## src/inc/sam_pkg.sv

```systemverilog
// Purpose: shared constants and types for the shift-add multiplier
// Assumes: 32-bit ahb-lite register bus, one word per register
// Notes: register offsets are byte addresses
package sam_pkg;
    localparam logic [7:0] OFS_RESULT = 8'h00;
    localparam logic [7:0] OFS_OPA = 8'h04;
    localparam logic [7:0] OFS_OPB = 8'h08;
    localparam logic [7:0] OFS_CTRL = 8'h0c;
    localparam logic [7:0] CTRL_RESET = 8'h00;
    localparam int CTRL_START_BIT = 0;
    localparam logic [2:0] STEP_LAST = 3'h7;
    localparam logic [1:0] HTRANS_NONSEQ = 2'h2;

    typedef struct packed {
        logic [7:0] addr;
        logic write;
        logic valid;
    } sam_req_type;

    typedef enum logic [1:0] {
        SAM_IDLE = 2'b01,
        SAM_RUN = 2'b10
    } sam_state_type;
endpackage : sam_pkg

```

## src/design/sam_selector.sv

```systemverilog
// Purpose: partial-product selector for one step
// Assumes: step index 0..7
// Notes: purely combinational
`timescale 1ns/100ps
module sam_selector (
    input wire logic [7:0] op_a,
    input wire logic [7:0] op_b,
    input wire logic [2:0] step,
    output logic [15:0] partial
);
    always_comb begin
        if (op_b[step]) begin
            partial = {8'h00, op_a} << step;
        end else begin
            partial = 16'h0000;
        end
    end
endmodule : sam_selector

```

## src/design/sam_ahb_slave.sv

```systemverilog
// Purpose: ahb-lite address-phase capture
// Assumes: single word transfers only
// Notes: zero wait states, always okay
`timescale 1ns/100ps
module sam_ahb_slave (
    input wire logic hclk,
    input wire logic hresetn,
    input wire logic hsel,
    input wire logic [31:0] haddr,
    input wire logic [1:0] htrans,
    input wire logic hwrite,
    input wire logic hready,
    output sam_pkg::sam_req_type req_r
);
    always_ff @(posedge hclk or negedge hresetn) begin
        if (!hresetn) begin
            req_r <= '0;
        end else if (hready) begin
            req_r.valid <= hsel && (htrans == sam_pkg::HTRANS_NONSEQ);
            req_r.addr <= haddr[7:0];
            req_r.write <= hwrite;
        end
    end
endmodule : sam_ahb_slave

```

## src/design/sam_multiplier.sv

```systemverilog
// Purpose: 8x8 unsigned shift-and-add multiplier with ahb-lite registers
// Assumes: hclk is the cpu clock
// Notes: software clears the start bit after the counter reads 7
// What this block does
// - the product of two 8-bit unsigned operands appears as 16 bits in the result register.
// - setting the start bit clears the result and raises run on the next clock; counting and accumulation begin one clock later.
// - while running, each clock adds the selector output and steps the counter by one; at 7 the counter holds and step 7 is added once.
// - software clears start at count 7, after which the result is held unchanged.
// - while start is low, the counter and run stage stay cleared.
// - reset clears the control register to zero.
// - reset leaves the result register untouched.
// - reset leaves both operand registers untouched.
//
// The implementer's own choices: the placing of the registers and the AHB-Lite register port.
`timescale 1ns/100ps
module sam_multiplier (
    input wire logic hclk,
    input wire logic hresetn,
    input wire logic hsel,
    input wire logic [31:0] haddr,
    input wire logic [1:0] htrans,
    input wire logic hwrite,
    input wire logic [2:0] hsize,
    input wire logic [31:0] hwdata,
    input wire logic hready,
    output logic hreadyout,
    output logic hresp,
    output logic [31:0] hrdata,
    output logic busy
);
    sam_pkg::sam_req_type req_r;
    logic [7:0] opa_r;
    logic [7:0] opb_r;
    logic [7:0] ctrl_r;
    logic [15:0] result_r;
    logic [2:0] step_r;
    logic run_r;
    logic [15:0] partial;
    logic start;
    logic result_done_r;
    // mark registers that hold a written value, so hold checks skip the undefined ones
    logic opa_loaded_r;
    logic opb_loaded_r;
    logic result_loaded_r;

    sam_ahb_slave u_bus (
        .hclk(hclk),
        .hresetn(hresetn),
        .hsel(hsel),
        .haddr(haddr),
        .htrans(htrans),
        .hwrite(hwrite),
        .hready(hready),
        .req_r(req_r)
    );

    sam_selector u_sel (
        .op_a(opa_r),
        .op_b(opb_r),
        .step(step_r),
        .partial(partial)
    );

    function automatic logic hit(input sam_pkg::sam_req_type r, input logic [7:0] ofs);
        hit = r.valid && r.write && (r.addr == ofs);
    endfunction : hit

    assign hreadyout = 1'b1;
    assign hresp = 1'b0;
    assign start = ctrl_r[sam_pkg::CTRL_START_BIT];
    assign busy = run_r;

    // operands have no reset: undefined until written
    always_ff @(posedge hclk) begin
        if (hit(req_r, sam_pkg::OFS_OPA)) begin
            opa_r <= hwdata[7:0];
        end
        if (hit(req_r, sam_pkg::OFS_OPB)) begin
            opb_r <= hwdata[7:0];
        end
    end

    always_ff @(posedge hclk or negedge hresetn) begin
        if (!hresetn) begin
            ctrl_r <= sam_pkg::CTRL_RESET;
        end else if (hit(req_r, sam_pkg::OFS_CTRL)) begin
            ctrl_r <= hwdata[7:0];
        end
    end

    // run stage: cleared whenever start is low, so the counter restarts at 0
    always_ff @(posedge hclk or negedge hresetn) begin
        if (!hresetn) begin
            run_r <= 1'b0;
            step_r <= 3'h0;
        end else if (!start) begin
            run_r <= 1'b0;
            step_r <= 3'h0;
        end else begin
            run_r <= 1'b1;
            if (run_r && step_r != sam_pkg::STEP_LAST) begin
                step_r <= step_r + 3'h1;
            end
        end
    end

    // result has no reset; cleared on start, then accumulated, then held
    always_ff @(posedge hclk) begin
        if (start && !run_r) begin
            result_r <= 16'h0000;
        end else if (run_r && start) begin
            if (step_r != sam_pkg::STEP_LAST || !result_done_r) begin
                result_r <= result_r + partial;
            end
        end
    end

    always_ff @(posedge hclk or negedge hresetn) begin
        if (!hresetn) begin
            opa_loaded_r <= 1'b0;
            opb_loaded_r <= 1'b0;
            result_loaded_r <= 1'b0;
        end else begin
            if (hit(req_r, sam_pkg::OFS_OPA)) begin
                opa_loaded_r <= 1'b1;
            end
            if (hit(req_r, sam_pkg::OFS_OPB)) begin
                opb_loaded_r <= 1'b1;
            end
            if (start && !run_r) begin
                result_loaded_r <= 1'b1;
            end
        end
    end

    // marks that step 7 was added, so holding start longer adds nothing more
    always_ff @(posedge hclk or negedge hresetn) begin
        if (!hresetn) begin
            result_done_r <= 1'b0;
        end else if (!start) begin
            result_done_r <= 1'b0;
        end else if (run_r && step_r == sam_pkg::STEP_LAST) begin
            result_done_r <= 1'b1;
        end
    end

    always_ff @(posedge hclk or negedge hresetn) begin
        if (!hresetn) begin
            hrdata <= 32'h0000_0000;
        end else if (hready && hsel && htrans == sam_pkg::HTRANS_NONSEQ && !hwrite) begin
            case (haddr[7:0])
                sam_pkg::OFS_RESULT: hrdata <= {16'h0000, result_r};
                sam_pkg::OFS_OPA: hrdata <= {24'h000000, opa_r};
                sam_pkg::OFS_OPB: hrdata <= {24'h000000, opb_r};
                sam_pkg::OFS_CTRL: hrdata <= {24'h000000, ctrl_r[7:4], step_r, start};
                default: hrdata <= 32'h0000_0000;
            endcase
        end
    end

    a_start_begins: assert property (@(posedge hclk) disable iff (!hresetn)
        $rose(start) |=> run_r && step_r == 3'h0)
        else $error("run did not begin after start");
    a_step_advance: assert property (@(posedge hclk) disable iff (!hresetn)
        run_r && start && step_r != 3'h7 |=> step_r == $past(step_r) + 3'h1)
        else $error("counter did not advance by one");
    a_idle_cleared: assert property (@(posedge hclk) disable iff (!hresetn)
        !start |=> step_r == 3'h0 && !run_r)
        else $error("counter not cleared while idle");
    a_result_held: assert property (@(posedge hclk) disable iff (!hresetn)
        result_loaded_r && !start && !$past(start) |=> $stable(result_r))
        else $error("result changed while stopped");
    a_ctrl_reset: assert property (@(posedge hclk)
        !hresetn |-> ctrl_r == 8'h00)
        else $error("control not zero in reset");
    a_product_final: assert property (@(posedge hclk) disable iff (!hresetn)
        run_r && start && step_r == 3'h7 && !result_done_r |=>
        result_r == 16'(opa_r) * 16'(opb_r))
        else $error("final product wrong");
    a_partial_sel: assert property (@(posedge hclk) disable iff (!hresetn)
        run_r && !opb_r[step_r] |-> partial == 16'h0000)
        else $error("selector passed a zero bit");
    a_operand_kept: assert property (@(posedge hclk) disable iff (!hresetn)
        opa_loaded_r && !hit(req_r, sam_pkg::OFS_OPA) |=> $stable(opa_r))
        else $error("operand a changed without write");
    a_opb_kept: assert property (@(posedge hclk) disable iff (!hresetn)
        opb_loaded_r && !hit(req_r, sam_pkg::OFS_OPB) |=> $stable(opb_r))
        else $error("operand b changed without write");
    a_result_frozen: assert property (@(posedge hclk) disable iff (!hresetn)
        result_loaded_r && !start |=> $stable(result_r))
        else $error("result changed while start low");
    a_busy_run: assert property (@(posedge hclk) disable iff (!hresetn)
        start && !run_r |=> busy)
        else $error("busy not raised after start");
endmodule : sam_multiplier

```

## config.mk

```make
export PLATFORM = sky130hd
export DESIGN_NAME = sam_multiplier
export DESIGN_NICKNAME = d
export VERILOG_FILES = /design/src/inc/sam_pkg.sv /design/src/design/sam_selector.sv /design/src/design/sam_ahb_slave.sv /design/src/design/sam_multiplier.sv
export SDC_FILE = /design/constraint.sdc
export NUM_CORES = 1
export LEC_CHECK = 0
export ABC_AREA = 1
export BUFFER_PORTS_ARGS = -buffer_cell sky130_fd_sc_hd__clkbuf_2
export CAP_MARGIN = 25
export CELL_PAD_IN_SITES_DETAIL_PLACEMENT = 0
export CELL_PAD_IN_SITES_GLOBAL_PLACEMENT = 1
export CORE_MARGIN = 2
export CORE_UTILIZATION = 34
export CTS_BUF_LIST = sky130_fd_sc_hd__clkbuf_16
export CTS_CLUSTER_DIAMETER = 80
export CTS_CLUSTER_SIZE = 20
export DETAILED_ROUTE_END_ITERATION = 10
export PLACE_DENSITY_LB_ADDON = 0.25
export SLEW_MARGIN = 15
export SYNTH_ARGS = -nofsm -noshare
export SYNTH_HDL_FRONTEND = slang
export SYNTH_SLANG_ARGS = --single-unit
```

## constraint.sdc

```tcl
create_clock -name hclk -period 2.48 [get_ports hclk]
set_clock_uncertainty 0.1 [all_clocks]
set_input_delay 0.248 -clock hclk [delete_from_list [all_inputs] [get_ports hclk]]
set_output_delay 0.248 -clock hclk [all_outputs]
set_load 0.03 [all_outputs]
```

==> impl_metrics.env <==
export IMPL_status="finished clean"
export IMPL_pre_cts_slack_ns=-0.203
export IMPL_peakVddDrop_mv=0.320
export IMPL_worstMarginPinSlew_ns=0.520
export IMPL_diodes=0
export IMPL_synth_ff_type="dfrtp_1"
export IMPL_ys_seq_area_share_pct=38.9
export IMPL_drive_above_1_share_pct=40.1
export IMPL_synthCells=611
export IMPL_synth_seq_cells=68
export IMPL_clockBufferDepth=2
export IMPL_clock_latency_ns=0.34
export IMPL_dieArea_mm2=0.0138
export IMPL_synth_edff_count=16
export IMPL_cp_cell_sequence="buf_12, o21ai_1, o22ai_2, nand2_2, buf_6, nor2_1, ha_1, nand2_2, nor2_4, inv_1, nor2_2, nand2_2, nand3_1, nand3_1, nand2_1, inv_1"
export IMPL_cp_end_kind="flop"
export IMPL_p_leak_nw=3.00
export IMPL_synth_area_top_cells="dfrtp_1 (21%), nand2_1 (15%), edfxtp_1 (11%)"
export IMPL_overflow=0
export IMPL_crit_top_cell="nand2_2"
export IMPL_critPathLaunchType="flop"
export IMPL_synth_warnings=0
export IMPL_rsz0062_at_grt="yes"
export IMPL_cts_tree="built"
export IMPL_crit_path_top_delay_cell="dfrtp_2"
export IMPL_cts_clk_slew_worst_paths_ns=0.06
export IMPL_core_mm2=0.0126
export IMPL_antenna_found_initial=0
export IMPL_crit_type="reg -> reg"
export IMPL_numCtsBuffers=9
export IMPL_vias=4066
export IMPL_boundaryPins=109
export IMPL_wl_per_cell_um=13.8
export IMPL_initial_core_util_pct=34.8
export IMPL_netlist_area_leader_share_pct=20.6
export IMPL_p_total_w=0.00365
export IMPL_fin_ws_ns=0.0125
export IMPL_worst_endpoint_required_ns=2.61
export IMPL_drv_slew=0
export IMPL_viasPerCell=4.65
export IMPL_setup_tns_final_ns=0
export IMPL_yosysUniqueCellTypes=39
export IMPL_fin_nets=790
export IMPL_clockRootBuffer="clkbuf_16"
export IMPL_die_w_um=117
export IMPL_worstPathMaxFanout=7
export IMPL_drv_cap=0
export IMPL_stdcell_count=875
export IMPL_min_path_type="in -> reg"
export IMPL_synth_avg_cell_area_um2=7.15
export IMPL_grt_usage_pct=17.6
export IMPL_grt_pass1_vias=3945
export IMPL_hpwl_um=8980
export IMPL_power_density_mw_per_mm2=595
export IMPL_rows=41
export IMPL_maxClockFrequency_mhz=405
export IMPL_first_pass_iters=4
export IMPL_gp_congestion=0.842
export IMPL_placed_cells=845
export IMPL_drtIter0Drc=98
export IMPL_wl_um=12100
export IMPL_grt_max_degree=37
export IMPL_io_buffers=39
export IMPL_holdWs_ns=0.0149
export IMPL_critPathMaxStageDelay_ns=0.44
export IMPL_area_delta_synth_final_pct=40.2
export IMPL_min_period_ns=2.47
export IMPL_clock_sinks=68
export IMPL_ant_nets=0
export IMPL_crit_arrival_ns=2.60
export IMPL_drc_errors=0
export IMPL_fillers=1284
export IMPL_synthArstFlopShare_pct=52.9
export IMPL_grt_pass1_wl_um=19400
export IMPL_synth_top_cell_by_area="dfrtp_1"
export IMPL_period_share_pct=99.5
export IMPL_slew_headroom_pct=65.1
export IMPL_setup_viol=0
export IMPL_die_h_um=117
export IMPL_htreeDepth=3
export IMPL_hold_viol=0
export IMPL_synth_cell_area_mm2=0.00437
through the flow:
| stage | cell area [µm²] | utilization, % |
|---|---|---|
| final | 6130 | 48.8 |
| after floorplan | 4430 | - |
| after global placement | 4920 | 39.2 |
| after global routing | 6130 | 48.8 |
| after CTS | 5800 | 46.1 |
| after detailed placement | 4920 | 39.2 |
timing repair:
item,CTS,global route
setup endpoints to repair,13,12
cloned,1,0
setup buffers,10,3
resized for setup,122,94
pin swaps,43,49
hold buffers,1,0
hold endpoints to repair,28,0
kinds of logic after synthesis:
family | after synthesis | share of synthesized area (%)
other | 2 | 0.172
AO/OA/AOI/OAI | 88 | 11.2
AND/OR/NAND/NOR | 296 | 28.8
multiplexers | 1 | 0.258
XOR/XNOR | 7 | 1.40
buffers and inverters | 131 | 13.9
adder cells (fa/ha/maj) | 18 | 5.32
flip-flops | 68 | 38.9
critical path: cells and delay by family (launching register included):
family	cells	cell delay, ns
AOI/OAI and AO/OA	2	0.27
and+or+nand+nor	9	0.80
adders and majority gates	1	0.36
buffers and inverters	4	0.39
DFF	1	0.44
synth_stat cells (all sizes together) (6+ instances only):
library cell / instances
dfrtp: 36
ha: 17
nand2: 181
a21oi: 19
nand3: 42
inv: 99
edfxtp: 16
buf: 29
nor2: 56
nor3: 8
dfxtp: 16
xor2: 6
o21ai: 66
placed cells by master, fill, tap and decap left out, types with 20 or more instances in the layout:
cell type  netlist  final
dfrtp_1         36     35
o21ai_0         55     33
buf_4           23     43
o21ai_2          7     20
clkbuf_2         0     39
nor2_1          54     30
nand2_1        177    120
nand2_2          3     49
nand3_1         42     34
inv_1           92     79
layout make-up:
class | count | area (µm²) | area share (%)
Clock buffer | 10 | 250 | 4.08
Inverter | 100 | 385 | 6.29
Multi-Input combinational cell | 428 | 2860 | 46.6
Clock inverter | 6 | 60.1 | 0.980
Timing Repair Buffer | 91 | 661 | 10.8
Sequential cell | 68 | 1700 | 27.8
Tap cell | 172 | 215 | 3.51
power breakdown:
part           internal, W  switching (W)  leakage [nW]  total, W
Sequential         0.00121      0.0000684         0.735   0.00127
Clock             0.000836       0.000501         0.151   0.00134
Combinational     0.000446       0.000590          2.11   0.00104
sequential cells by signal, indices dropped and copies added (netlist names):
signal / flops
ctrl_r: 5
step_r: 3
result_r: 16
opa_r: 8
busy: 1
result_done_r: 1
opb_r: 8
hrdata: 16
u_bus.req_r: 10
worst paths after layout:
| path | start | to | slack, ns | depth (start not counted) |
|---|---|---|---|---|
| setup / recovery | step_r[0] | result_r[14] | 0.01 | 16 |
| hold / removal | hwdata[2] | opb_r[2] | 0.01 | 1 |
| setup reg to reg | step_r[0] | result_r[14] | 0.01 | 16 |
| hold reg to reg | hrdata[5] | hrdata[5] | 0.38 | 2 |
| max in group asynchronous | hresetn | step_r[0] | 1.64 | 3 |
| min in group asynchronous | hresetn | u_bus.req_r[0] | 0.19 | 2 |
layer usage:
layer / track usage (%) / vias up / share of wire, %
met1: 22.0 / 1925 / 45
met3: 2.97 / 13 / 2.4
met4: 4.67 / 0 / 1.3
met2: 31.3 / 59 / 51
li1: - / 2069 / -
met5: 0 / - / 0
Note: power is estimated with default switching activity, not from simulation.
